[src/design/pcad_pkg.sv]
`default_nettype none

package pcad_pkg;

  // header bit positions
  localparam int CA_RW_BIT    = 47;
  localparam int CA_AS_BIT    = 46;
  localparam int CA_BURST_BIT = 45;
  localparam int CA_ROW_MSB   = 44;
  localparam int CA_ROW_LSB   = 16;
  localparam int CA_COL_MSB   = 2;

  localparam int          HDR_BYTES   = 6;
  localparam logic [2:0]  HDR_ROW_CNT = 3'd3;
  localparam logic [2:0]  HDR_END_CNT = 3'd5;
  localparam int          HALF_PAGE_W = 3;
  localparam int          SYNC_STAGES = 3;

  // link pins as seen by the synchroniser, and their idle levels
  localparam int          LNK_W       = 12;
  localparam logic [11:0] LNK_RST_VAL = 12'hc00;

  // apb register map
  localparam int          APB_AW      = 12;
  localparam logic [11:0] OFS_CTRL    = 12'h000;
  localparam logic [11:0] OFS_STAT    = 12'h004;
  localparam logic [11:0] OFS_ADDR    = 12'h008;

  localparam int          CTRL_W      = 10;
  localparam logic [9:0]  CTRL_RST    = 10'h006;
  localparam int          CTRL_LAT_MSB  = 7;
  localparam int          CTRL_XLAT_BIT = 8;
  localparam int          CTRL_ROWL_BIT = 9;

  typedef enum logic [1:0] {
    ST_IDLE = 2'b00,
    ST_HDR  = 2'b01,
    ST_LAT  = 2'b11,
    ST_DATA = 2'b10
  } pcad_state_type;

endpackage

`default_nettype wire

[src/design/pcad_sync.sv]
`default_nettype none

module pcad_sync
  import pcad_pkg::*;
#(
  parameter int               WIDTH     = 1,
  parameter logic [WIDTH-1:0] RESET_VAL = '0
) (
  input  wire logic             i_core_clk,  // core clock
  input  wire logic             i_reset,     // sync reset, active high
  input  wire logic [WIDTH-1:0] i_async,     // pins from outside the domain
  output var  logic [WIDTH-1:0] o_level      // filtered level
);

  genvar g;
  generate
    for (g = 0; g < WIDTH; g++) begin : g_bit
      logic [SYNC_STAGES-1:0] stage_q;

      always_ff @(posedge i_core_clk) begin
        if (i_reset) begin
          stage_q <= {SYNC_STAGES{RESET_VAL[g]}};
        end else begin
          stage_q <= {stage_q[SYNC_STAGES-2:0], i_async[g]};
        end
      end

      // only the later two stages vote; a one-stage glitch never counts
      always_ff @(posedge i_core_clk) begin
        if (i_reset) begin
          o_level[g] <= RESET_VAL[g];
        end else if (stage_q[1] == stage_q[2]) begin
          o_level[g] <= stage_q[2];
        end
      end
    end
  endgenerate

endmodule

`default_nettype wire

[src/design/pcad_decode.sv]
// Function
// header bit 47 high means read, low means write
// header bit 46 low targets memory array, high targets register space
// header bit 45 low selects wrapped burst, high selects linear burst
// header bits 44..16 give word address bits 31..3
// host zeroes header row bits beyond the memory density
// header bits 15..3 are reserved and ignored by the memory
// header bits 2..0 give starting word inside the half-page
// upper address picks an eight-word half-page, lower picks the word
// extra strobe latency may be inserted when a burst crosses a row
// initial access interval starts once row and upper column are captured
// linear reads run unbroken across consecutive half-pages
// each address selects one 16-bit word
// read strobe is driven by memory, data edge-aligned to it
// transfers are whole words only, never a half word
// address advances each clock; first byte strobe high, second low
// byte bit 7 on data line 7 down to bit 0 on line 0
// first byte carries word bits 15..8, second byte bits 7..0
// header takes the first three clocks, six edges, double data rate
// transaction starts when chip select falls with clock idle low
// memory drives strobe high during header to ask extra latency
// host drives strobe as byte mask during write data
`default_nettype none

module pcad_decode
  import pcad_pkg::*;
#(
  parameter int          MEM_AW    = 8,
  parameter int          ROW_COL_W = 9,
  parameter logic [15:0] ID_WORD   = 16'h5a3c  // arbitrary value
) (
  input  wire logic              i_core_clk,     // 40 MHz core clock
  input  wire logic              i_reset,        // sync reset, active high
  input  wire logic              i_psel,         // apb select
  input  wire logic              i_penable,      // apb enable
  input  wire logic              i_pwrite,       // apb direction
  input  wire logic [APB_AW-1:0] i_paddr,        // apb byte address
  input  wire logic [31:0]       i_pwdata,       // apb write data
  output var  logic [31:0]       o_prdata,       // apb read data
  output var  logic              o_pready,       // apb ready
  output var  logic              o_pslverr,      // apb error
  input  wire logic              i_link_reset_n, // link hardware reset
  input  wire logic              i_cs_n,         // link chip select
  input  wire logic              i_ck,           // link clock
  input  wire logic [7:0]        i_dq,           // link data in
  input  wire logic              i_read_write_strobe,         // read_write_strobe in
  output var  logic [7:0]        o_dq,           // link data out
  output var  logic              o_dq_oe,        // data drive enable
  output var  logic              o_read_write_strobe,         // read_write_strobe out
  output var  logic              o_read_write_strobe_oe       // strobe drive enable
);

  logic [LNK_W-1:0] lvl;
  logic             lnk_rst_n;
  logic             cs_n_s;
  logic             ck_s;
  logic             read_write_strobe_s;
  logic [7:0]       dq_s;

  pcad_sync #(
    .WIDTH     (LNK_W),
    .RESET_VAL (LNK_RST_VAL)
  ) u_sync (
    .i_core_clk (i_core_clk),
    .i_reset    (i_reset),
    .i_async    ({i_link_reset_n, i_cs_n, i_ck, i_read_write_strobe, i_dq}),
    .o_level    (lvl)
  );

  assign lnk_rst_n = lvl[11];
  assign cs_n_s    = lvl[10];
  assign ck_s      = lvl[9];
  assign read_write_strobe_s    = lvl[8];
  assign dq_s      = lvl[7:0];

  // word address from the header; reserved bits never reach it
  function automatic logic [31:0] ca_word_addr(input logic [47:0] h);
    ca_word_addr = {h[CA_ROW_MSB:CA_ROW_LSB], h[CA_COL_MSB:0]};
  endfunction

  // wrapped bursts stay inside the eight-word half-page
  function automatic logic [31:0] next_addr(input logic [31:0] a, input logic lin);
    if (lin) begin
      next_addr = a + 32'h1;
    end else begin
      next_addr = {a[31:HALF_PAGE_W], a[HALF_PAGE_W-1:0] + 3'h1};
    end
  endfunction

  function automatic logic apb_hit(input logic [APB_AW-1:0] a);
    apb_hit = (a == OFS_CTRL) || (a == OFS_STAT) || (a == OFS_ADDR);
  endfunction

  pcad_state_type   st_q;
  logic [2:0]       hdr_cnt_q;
  logic [47:0]      hdr_q;
  logic [47:0]      hdr_next;
  logic             ck_prev_q;
  logic             cs_prev_q;
  logic             ck_rise;
  logic             ck_fall;
  logic             ck_edge;
  logic             soft_rst;
  logic             row_capt;
  logic             hdr_last;
  logic             is_read_q;
  logic             is_reg_q;
  logic             linear_q;
  logic             xlat_q;
  logic [8:0]       lat_cnt_q;
  logic [7:0]       lat_base;
  logic [8:0]       lat_total;
  logic             lat_hit;
  logic             data_rise;
  logic             data_fall;
  logic             a_done_q;
  logic             stall_q;
  logic [31:0]      addr_q;
  logic [15:0]      rd_word;
  logic [15:0]      rd_hold_q;
  logic [7:0]       wr_a_q;
  logic             mask_a_q;
  logic [CTRL_W-1:0] ctrl_q;
  logic [15:0]      mem [2**MEM_AW];

  // a link reset pin low returns everything link-facing to standby
  assign soft_rst = i_reset | ~lnk_rst_n;

  always_ff @(posedge i_core_clk) begin
    if (soft_rst) begin
      ck_prev_q <= 1'b0;
      cs_prev_q <= 1'b1;
    end else begin
      ck_prev_q <= ck_s;
      cs_prev_q <= cs_n_s;
    end
  end

  assign ck_rise  = ck_s & ~ck_prev_q;
  assign ck_fall  = ~ck_s & ck_prev_q;
  assign ck_edge  = ck_rise | ck_fall;
  assign hdr_next = {hdr_q[39:0], dq_s};
  assign row_capt = (st_q == ST_HDR) & ck_edge & (hdr_cnt_q == HDR_ROW_CNT);
  assign hdr_last = (st_q == ST_HDR) & ck_edge & (hdr_cnt_q == HDR_END_CNT);

  // transaction sequencing
  always_ff @(posedge i_core_clk) begin
    if (soft_rst || cs_n_s) begin
      st_q      <= ST_IDLE;
      hdr_cnt_q <= 3'h0;
    end else begin
      unique case (st_q)
        ST_IDLE: begin
          hdr_cnt_q <= 3'h0;
          // chip select falling while the clock is high is not a start
          if (cs_prev_q && !ck_s) begin
            st_q <= ST_HDR;
          end
        end
        ST_HDR: begin
          if (ck_edge) begin
            hdr_cnt_q <= hdr_cnt_q + 3'h1;
          end
          if (hdr_last) begin
            // register writes carry no latency
            if (!hdr_next[CA_RW_BIT] && hdr_next[CA_AS_BIT]) begin
              st_q <= ST_DATA;
            end else begin
              st_q <= ST_LAT;
            end
          end
        end
        ST_LAT: begin
          if (data_rise) begin
            st_q <= ST_DATA;
          end
        end
        ST_DATA: begin
          st_q <= ST_DATA;
        end
      endcase
    end
  end

  always_ff @(posedge i_core_clk) begin
    if (soft_rst) begin
      hdr_q <= 48'h0;
    end else if (st_q == ST_HDR && ck_edge) begin
      hdr_q <= hdr_next;
    end
  end

  // transaction attributes
  always_ff @(posedge i_core_clk) begin
    if (soft_rst) begin
      is_read_q <= 1'b0;
      is_reg_q  <= 1'b0;
      linear_q  <= 1'b0;
      xlat_q    <= 1'b0;
    end else if (st_q == ST_IDLE && !cs_n_s && cs_prev_q && !ck_s) begin
      xlat_q <= ctrl_q[CTRL_XLAT_BIT];
    end else if (hdr_last) begin
      is_read_q <= hdr_next[CA_RW_BIT];
      is_reg_q  <= hdr_next[CA_AS_BIT];
      linear_q  <= hdr_next[CA_BURST_BIT];
    end
  end

  // latency counts link rises from the moment the row is known
  assign lat_base  = (ctrl_q[CTRL_LAT_MSB:0] == 8'h0) ? 8'h1 : ctrl_q[CTRL_LAT_MSB:0];
  assign lat_total = xlat_q ? {lat_base, 1'b0} : {1'b0, lat_base};
  assign lat_hit   = (lat_cnt_q == lat_total);

  always_ff @(posedge i_core_clk) begin
    if (soft_rst || st_q == ST_IDLE) begin
      lat_cnt_q <= 9'h0;
    end else if (row_capt) begin
      lat_cnt_q <= 9'h0;
    end else if (ck_rise && lat_cnt_q != 9'h1ff) begin
      lat_cnt_q <= lat_cnt_q + 9'h1;
    end
  end

  assign data_rise = ck_rise & ~cs_n_s & ((st_q == ST_DATA) | ((st_q == ST_LAT) & lat_hit));
  assign data_fall = ck_fall & ~cs_n_s & (st_q == ST_DATA) & a_done_q;

  // register space content is out of scope; reads return the id word
  assign rd_word = is_reg_q ? ID_WORD : mem[addr_q[MEM_AW-1:0]];

  // word datapath
  always_ff @(posedge i_core_clk) begin
    if (soft_rst) begin
      addr_q    <= 32'h0;
      a_done_q  <= 1'b0;
      stall_q   <= 1'b0;
      rd_hold_q <= 16'h0;
      wr_a_q    <= 8'h0;
      mask_a_q  <= 1'b1;
    end else if (hdr_last) begin
      addr_q   <= ca_word_addr(hdr_next);
      a_done_q <= 1'b0;
      stall_q  <= 1'b0;
    end else if (data_rise) begin
      if (stall_q) begin
        stall_q <= 1'b0;
      end else begin
        a_done_q  <= 1'b1;
        rd_hold_q <= rd_word;
        wr_a_q    <= dq_s;
        mask_a_q  <= read_write_strobe_s;
        if (is_read_q) begin
          addr_q  <= next_addr(addr_q, linear_q);
          stall_q <= ctrl_q[CTRL_ROWL_BIT] & linear_q & ~is_reg_q
                     & (&addr_q[ROW_COL_W-1:0]);
        end
      end
    end else if (data_fall) begin
      a_done_q <= 1'b0;
      if (!is_read_q) begin
        addr_q <= next_addr(addr_q, linear_q);
      end
    end
  end

  // a lone first byte cut off by chip select is dropped, not half-written
  always_ff @(posedge i_core_clk) begin
    if (data_fall && !is_read_q && !is_reg_q) begin
      if (!mask_a_q) begin
        mem[addr_q[MEM_AW-1:0]][15:8] <= wr_a_q;
      end
      if (!read_write_strobe_s) begin
        mem[addr_q[MEM_AW-1:0]][7:0] <= dq_s;
      end
    end
  end

  // link pin drivers; outputs lag the sampled edge by the sync stages plus the vote and output registers
  always_ff @(posedge i_core_clk) begin
    if (soft_rst || cs_n_s) begin
      o_dq      <= 8'h0;
      o_dq_oe   <= 1'b0;
      o_read_write_strobe    <= 1'b0;
      o_read_write_strobe_oe <= 1'b0;
    end else begin
      unique case (st_q)
        ST_IDLE: begin
          o_dq      <= 8'h0;
          o_dq_oe   <= 1'b0;
          o_read_write_strobe    <= 1'b0;
          o_read_write_strobe_oe <= 1'b0;
        end
        ST_HDR: begin
          o_dq_oe   <= 1'b0;
          o_read_write_strobe_oe <= 1'b1;
          o_read_write_strobe    <= xlat_q;
        end
        ST_LAT, ST_DATA: begin
          o_read_write_strobe_oe <= is_read_q;
          o_dq_oe   <= is_read_q & (a_done_q | data_rise | (st_q == ST_DATA));
          if (!is_read_q) begin
            o_read_write_strobe <= 1'b0;
          end else if (data_rise && !stall_q) begin
            o_dq   <= rd_word[15:8];
            o_read_write_strobe <= 1'b1;
          end else if (data_fall) begin
            o_dq   <= rd_hold_q[7:0];
            o_read_write_strobe <= 1'b0;
          end else if (st_q == ST_LAT) begin
            o_read_write_strobe <= 1'b0;
          end
        end
      endcase
    end
  end

  // apb slave: one wait state, answer registered
  always_ff @(posedge i_core_clk) begin
    if (i_reset) begin
      o_pready  <= 1'b0;
      o_pslverr <= 1'b0;
      o_prdata  <= 32'h0;
    end else begin
      o_pready <= i_psel & i_penable & ~o_pready;
      if (i_psel && i_penable && !o_pready) begin
        o_pslverr <= ~apb_hit(i_paddr);
        o_prdata  <= 32'h0;
        if (!i_pwrite) begin
          unique case (i_paddr)
            OFS_CTRL: o_prdata <= {{(32-CTRL_W){1'b0}}, ctrl_q};
            OFS_STAT: o_prdata <= {27'h0, (st_q != ST_IDLE), xlat_q,
                                   linear_q, is_reg_q, is_read_q};
            OFS_ADDR: o_prdata <= addr_q;
            default:  o_prdata <= 32'h0;
          endcase
        end
      end else begin
        o_pslverr <= 1'b0;
      end
    end
  end

  always_ff @(posedge i_core_clk) begin
    if (i_reset) begin
      ctrl_q <= CTRL_RST;
    end else if (i_psel && i_penable && o_pready && i_pwrite && i_paddr == OFS_CTRL) begin
      ctrl_q <= i_pwdata[CTRL_W-1:0];
    end
  end

endmodule

`default_nettype wire

[config.mk]
export PLATFORM = sky130hd
export DESIGN_NAME = pcad_decode
export DESIGN_NICKNAME = d
export VERILOG_FILES = /design/src/design/pcad_pkg.sv /design/src/design/pcad_sync.sv /design/src/design/pcad_decode.sv
export SDC_FILE = /design/constraint.sdc
export NUM_CORES = 2
export LEC_CHECK = 0
export BUFFER_PORTS_ARGS = -buffer_cell sky130_fd_sc_hd__buf_2
export CORE_MARGIN = 3
export CORE_UTILIZATION = 45
export CTS_BUF_LIST = sky130_fd_sc_hd__clkbuf_4 sky130_fd_sc_hd__clkbuf_8
export DETAILED_ROUTE_END_ITERATION = 10
export GPL_TIMING_DRIVEN = 1
export PLACE_DENSITY = 0.58
export SYNTH_ARGS = -nofsm -noshare
export SYNTH_HDL_FRONTEND = slang
export SYNTH_SLANG_ARGS = --single-unit
[constraint.sdc]
create_clock -name i_core_clk -period 13.5 [get_ports i_core_clk]
set_clock_uncertainty 0.05 [all_clocks]
set_input_delay 0.675 -clock i_core_clk [delete_from_list [all_inputs] [get_ports i_core_clk]]
set_output_delay 0.675 -clock i_core_clk [all_outputs]
set_load 0.005 [all_outputs]
# Word-level counts from Yosys, hierarchy flattened
# Memories as Yosys holds them, arrays and structs flattened. A register that Yosys moved wholly into a read port is not among the register bits.
# Cells that the tools add are included.
# totals
ff_bits	214
ram_bits	4096
word_cells	208
mem_count	1
# memory_table
name	depth	width	read_ports	rd_ports_with_merged_regs	write_ports	line	text
mem	256	16	1	1	1	pcad_decode.sv:124	logic [15:0] mem [2**MEM_AW];
# classes
n_addsub	4
n_eq_ne	32
mux	43
bitwise_logic	33
reduce_logical	47
# op_table
cell	n
32-bit two-way mux	8
32-bit one-hot mux with 3 select lines	1
8-bit two-way mux	6
32-bit by 1-bit adder with 32-bit output (second input constant)	1
1-bit AND	17
1-bit two-way mux	16
16-bit two-way mux	1
8-bit one-hot mux with 2 select lines	1
1-bit logical AND	15
1-bit equality test	12
12-bit by 3-bit equality test with 1-bit output (second input constant)	1
12-bit by 4-bit equality test with 1-bit output (second input constant)	1
12-bit logical NOT	1
2-bit inequality test (second input constant)	6
1-bit NOT	11
2-bit OR reduction	5
9-bit by 1-bit adder with 9-bit output (second input constant)	1
9-bit equality test	1
9-bit two-way mux	1
3-bit inequality test (second input constant)	3
9-bit inequality test (second input constant)	1
3-bit AND reduction	3
9-bit AND reduction	1
8-bit logical NOT	1
21 further kinds	44

# Logic depth before layout (Yosys ltp)
# depth
word_depth	11
mapped_depth	15

# Cells and area by module
# Synthesis repeated with hierarchy kept, for this count alone.
# unflattened
hier_cells	8507
area_unflattened_um2	167511.9
# by_module_without_submodules
module	n_inst	cells_each	area_per_inst_um2
pcad_decode	1	8382	166118.1
pcad_sync	1	125	1393.8

# Least setup slack after synthesis
# Ideal clock, no wire load.
# synth_path
path_type	reg-to-reg
from	reg u_sync.o_level[1]
to	reg with a tool-made name
setup_ns	0.086
t_arrival_ns	4.237
required_time_ns	13.364
setup_slack_ns	9.127
path_stages_with_launch	3
n_path_buf	0
path_cell_list	dfxtp_1 > o21ai_0 > a21oi_1
# synth_lines
item	line	text
from (decl)	pcad_sync.sv:12	output var logic [WIDTH-1:0] o_level
from (signal, indexed assignment)	pcad_sync.sv:31	o_level[g] <= RESET_VAL[g];
from (signal, indexed assignment)	pcad_sync.sv:33	o_level[g] <= stage_q[2];

==> results.sh <==
export IMPL_drtIter0Drc=11400
export IMPL_post_synth_top_count_cell="sky130_fd_sc_hd__edfxtp_1"
export IMPL_dp_hpwl_um=277000
export IMPL_p_per_area_mw_per_mm2=135
export IMPL_mappedNetlistArea_sq_mm=0.168
export IMPL_cts_tree="done"
export IMPL_floorplan_initialDensity_pct=45.2
export IMPL_synth_flop_cell="sky130_fd_sc_hd__edfxtp_1"
export IMPL_wl_per_cell_um=33.0
export IMPL_synth_top_area_share_pct=73.0
export IMPL_criticalPathCategory="reg -> reg"
export IMPL_fp_dieArea_sq_mm=0.382
export IMPL_std_cell_rows=224
export IMPL_ant_nets=0
export IMPL_placement_setup_worst_slack_ps=7890
export IMPL_cts_max_level=6
export IMPL_drt_first_pass_iters=8
export IMPL_path_max_fanout=43
export IMPL_drc=0
export IMPL_port_buffer_count=83
export IMPL_cp_data_arrival_time_ps=6750
export IMPL_gp_routability_congestion=0.849
export IMPL_die_height_um=618
export IMPL_num_vias=87100
export IMPL_slew_violations=0
export IMPL_core_area_sq_mm=0.372
export IMPL_ys_types=80
export IMPL_gr_total_overflow=0
export IMPL_synth_largest_area_cell="sky130_fd_sc_hd__edfxtp_1"
export IMPL_status="completed"
export IMPL_synth_top_cells_by_count="sky130_fd_sc_hd__edfxtp_1 (4096), sky130_fd_sc_hd__mux4_2 (1006), sky130_fd_sc_hd__nor2_1 (651), sky130_fd_sc_hd__nand2_1 (385), sky130_fd_sc_hd__mux2i_1 (259)"
export IMPL_hold_class="in -> reg"
export IMPL_unrepaired_setup_endpoints_after_global_routing="false"
export IMPL_clk_latency_ps=1200
export IMPL_synth_net_count=8384
export IMPL_timing_critical_path_required_ps=14590
export IMPL_numClockSinks=4318
export IMPL_leakagePower_nw=52.2
export IMPL_start_kind="register"
export IMPL_sequential_area_share_after_synthesis_pct=75.6
export IMPL_fin_crit_sh_pct=42.0
export IMPL_grt_antenna_before_repair=37
export IMPL_cts_repair_resize_count=0
export IMPL_clock_tree_buffer_depth=4
export IMPL_grt_pass1_wl_um=665000
export IMPL_maxClockFrequency_ghz=0.176
export IMPL_fin_cells=14300
export IMPL_final_fill_count=29800
export IMPL_ys_seq_elements=4318
export IMPL_syn_inst=8311
export IMPL_final_hold_viol_count=0
export IMPL_cts_buffers=682
export IMPL_fin_crit_ps=5670
export IMPL_multi_input_comb_area_sq_mm=0.0381
export IMPL_final_setup_worst_slack_ps=7830
export IMPL_final_setup_tns_ps=0
export IMPL_post_synth_cell_area_avg_sq_um=20.3
export IMPL_clk_transition_reported_paths_ps=60
export IMPL_finalWirelength_um=472000
export IMPL_final_core_utilization_pct=50.4
export IMPL_die_x_um=618
export IMPL_async_flop_share_pct=0
export IMPL_area_growth_synth_to_final_pct=11.4
export IMPL_worst_ir_drop_vdd_v=0.0000951
export IMPL_synth_enable_flop_cells=4096
export IMPL_cap_violations=0
export IMPL_gr_usage_all_layers_pct=24.5
export IMPL_totalPowerFinal_w=0.0254
export IMPL_reg_area_sq_mm=0.128
export IMPL_grt_pass1_vias=87100
export IMPL_timing_final_setup_violations=0
export IMPL_worst_setup_path_end_kind="register"
export IMPL_yosys_top_cells_area="sky130_fd_sc_hd__edfxtp_1 (73%), sky130_fd_sc_hd__mux4_2 (13%), sky130_fd_sc_hd__dfxtp_1 (2.6%)"
export IMPL_dp_cells=13000
export IMPL_yosys_warnings=0
export IMPL_avgViaCountPerCell=6.09
export IMPL_design_portCount=106
export IMPL_design_final_nets=8866
export IMPL_drive_above_1_share_pct=26.1
export IMPL_grt_max_degree=210
export IMPL_cts_root_buf="sky130_fd_sc_hd__clkbuf_8"
export IMPL_max_slew_worst_pin_slew_ps=1340
export IMPL_max_slew_margin_pct=10.5
critical path, stage by stage (launching register included):
cell and delay (ps):
sky130_fd_sc_hd__dfxtp_4 610, sky130_fd_sc_hd__buf_4 470, sky130_fd_sc_hd__buf_4 640, sky130_fd_sc_hd__buf_4 760, sky130_fd_sc_hd__mux4_2 390, sky130_fd_sc_hd__mux2i_1 210
sky130_fd_sc_hd__a2111oi_0 800, sky130_fd_sc_hd__a21oi_1 80, sky130_fd_sc_hd__a221oi_1 1130, sky130_fd_sc_hd__nor4_1 140, sky130_fd_sc_hd__nor2_1 150
layout by cell type (no fill, tap or decap), types with 16 or more instances in the layout:
cell type                          n
sky130_fd_sc_hd__edfxtp_1       4096
sky130_fd_sc_hd__mux4_2         1006
sky130_fd_sc_hd__clkbuf_8        703
sky130_fd_sc_hd__nor2_1          642
sky130_fd_sc_hd__nand2_1         368
sky130_fd_sc_hd__mux2i_1         259
sky130_fd_sc_hd__clkbuf_4        240
sky130_fd_sc_hd__dfxtp_1         198
sky130_fd_sc_hd__a21oi_1         181
sky130_fd_sc_hd__clkinv_1        160
sky130_fd_sc_hd__buf_4           149
sky130_fd_sc_hd__o21ai_0          90
sky130_fd_sc_hd__a22oi_1          84
sky130_fd_sc_hd__buf_2            82
sky130_fd_sc_hd__nand3_1          69
sky130_fd_sc_hd__nor2b_1          69
sky130_fd_sc_hd__clkinv_2         62
sky130_fd_sc_hd__dlygate4sd3_1    59
sky130_fd_sc_hd__nor3_1           51
sky130_fd_sc_hd__a211oi_1         50
sky130_fd_sc_hd__mux4_1           49
sky130_fd_sc_hd__o22ai_1          47
sky130_fd_sc_hd__o221ai_1         37
sky130_fd_sc_hd__a32oi_1          30
sky130_fd_sc_hd__a31oi_1          26
sky130_fd_sc_hd__a221oi_1         26
sky130_fd_sc_hd__dfxtp_4          23
sky130_fd_sc_hd__and2_1           22
sky130_fd_sc_hd__nand4_1          22
sky130_fd_sc_hd__xnor2_1          21
sky130_fd_sc_hd__inv_1            20
sky130_fd_sc_hd__o2111ai_1        20
sky130_fd_sc_hd__and3_1           18
sky130_fd_sc_hd__mux2_2           18
sky130_fd_sc_hd__clkinvlp_4       18
sky130_fd_sc_hd__buf_12           18
sky130_fd_sc_hd__xor2_1           17
sky130_fd_sc_hd__nor4_1           17
sky130_fd_sc_hd__nand2_4          16
logic make-up (layout without fill, tap and decap cells):
| logic type | count (synthesis) | after routing | synth area share, % |
|---|---|---|---|
| DFF | 4318 | 4318 | 75.6 |
| and+or+nand+nor | 1393 | 1393 | 3.60 |
| muxes | 1332 | 1332 | 15.9 |
| AOI/OAI and AO/OA | 683 | 683 | 2.74 |
| buffers and inverters | 535 | 1555 | 1.86 |
| xor gates and xnor gates | 38 | 38 | 0.198 |
| adders and majority gates | 12 | 12 | 0.0891 |
| other | 0 | 15 | 0 |
report_power, final:
part           internal [W]  switching [W]
Combinational     0.0000167      0.0000255
Clock               0.00574        0.00514
Sequential           0.0144     0.00000373
timing repair:
item / in CTS / in global routing
buffers inserted: 0 / 0
hold buffers: 59 / 0
endpoints found under the hold margin: 85 / 0
flip-flops by register name (all words and copies together) (netlist names), 9 cells and up, named ones only:
signal and flops:
addr_q 32, o_prdata 32, hdr_q 40, mem 4096
u_sync.g_bit.stage_q 36, u_sync.o_level 12, lat_cnt_q 9, ctrl_q 10
metrics by stage:
step                      cell area, sq um  hold WS [ps]
after floorplan                     168000           339
after global placement              174000           353
after detailed placement            174000           353
after CTS                           188000          40.3
after global routing                188000           110
final                               188000           165
metal layers:
metal	GRT usage, %	routed length (um)	vias to the layer above
li1	-	-	35300
met1	34.5	190000	46600
met2	37.9	221000	4375
met3	5.96	45600	805
met4	7.71	15100	22
met5	0	207	-
final timing paths:
path / start / endpoint / slack (ps) / depth (start not counted)
worst max-delay path: register / rd_hold_q[2] / 7830 / 10
worst min-delay path: i_link_reset_n / u_sync.g_bit[11].stage_q[0] / 170 / 3
worst max register to register: register / rd_hold_q[2] / 7830 / 10
worst min register to register: u_sync.g_bit[11].stage_q[0] / u_sync.g_bit[11].stage_q[1] / 380 / 1
area by class of cell:
type / count / area share [%]
repair buffers: 308 / 1.32
clock buffers: 943 / 6.11
multi-input cells: 3458 / 20.3
inverters: 25 / 0.0580
well taps: 4972 / 3.31
flip-flops and latches: 4318 / 67.9
clock inverters: 279 / 0.915
diodes: 15 / 0.0200
Note: power is estimated with default switching activity, not from simulation.
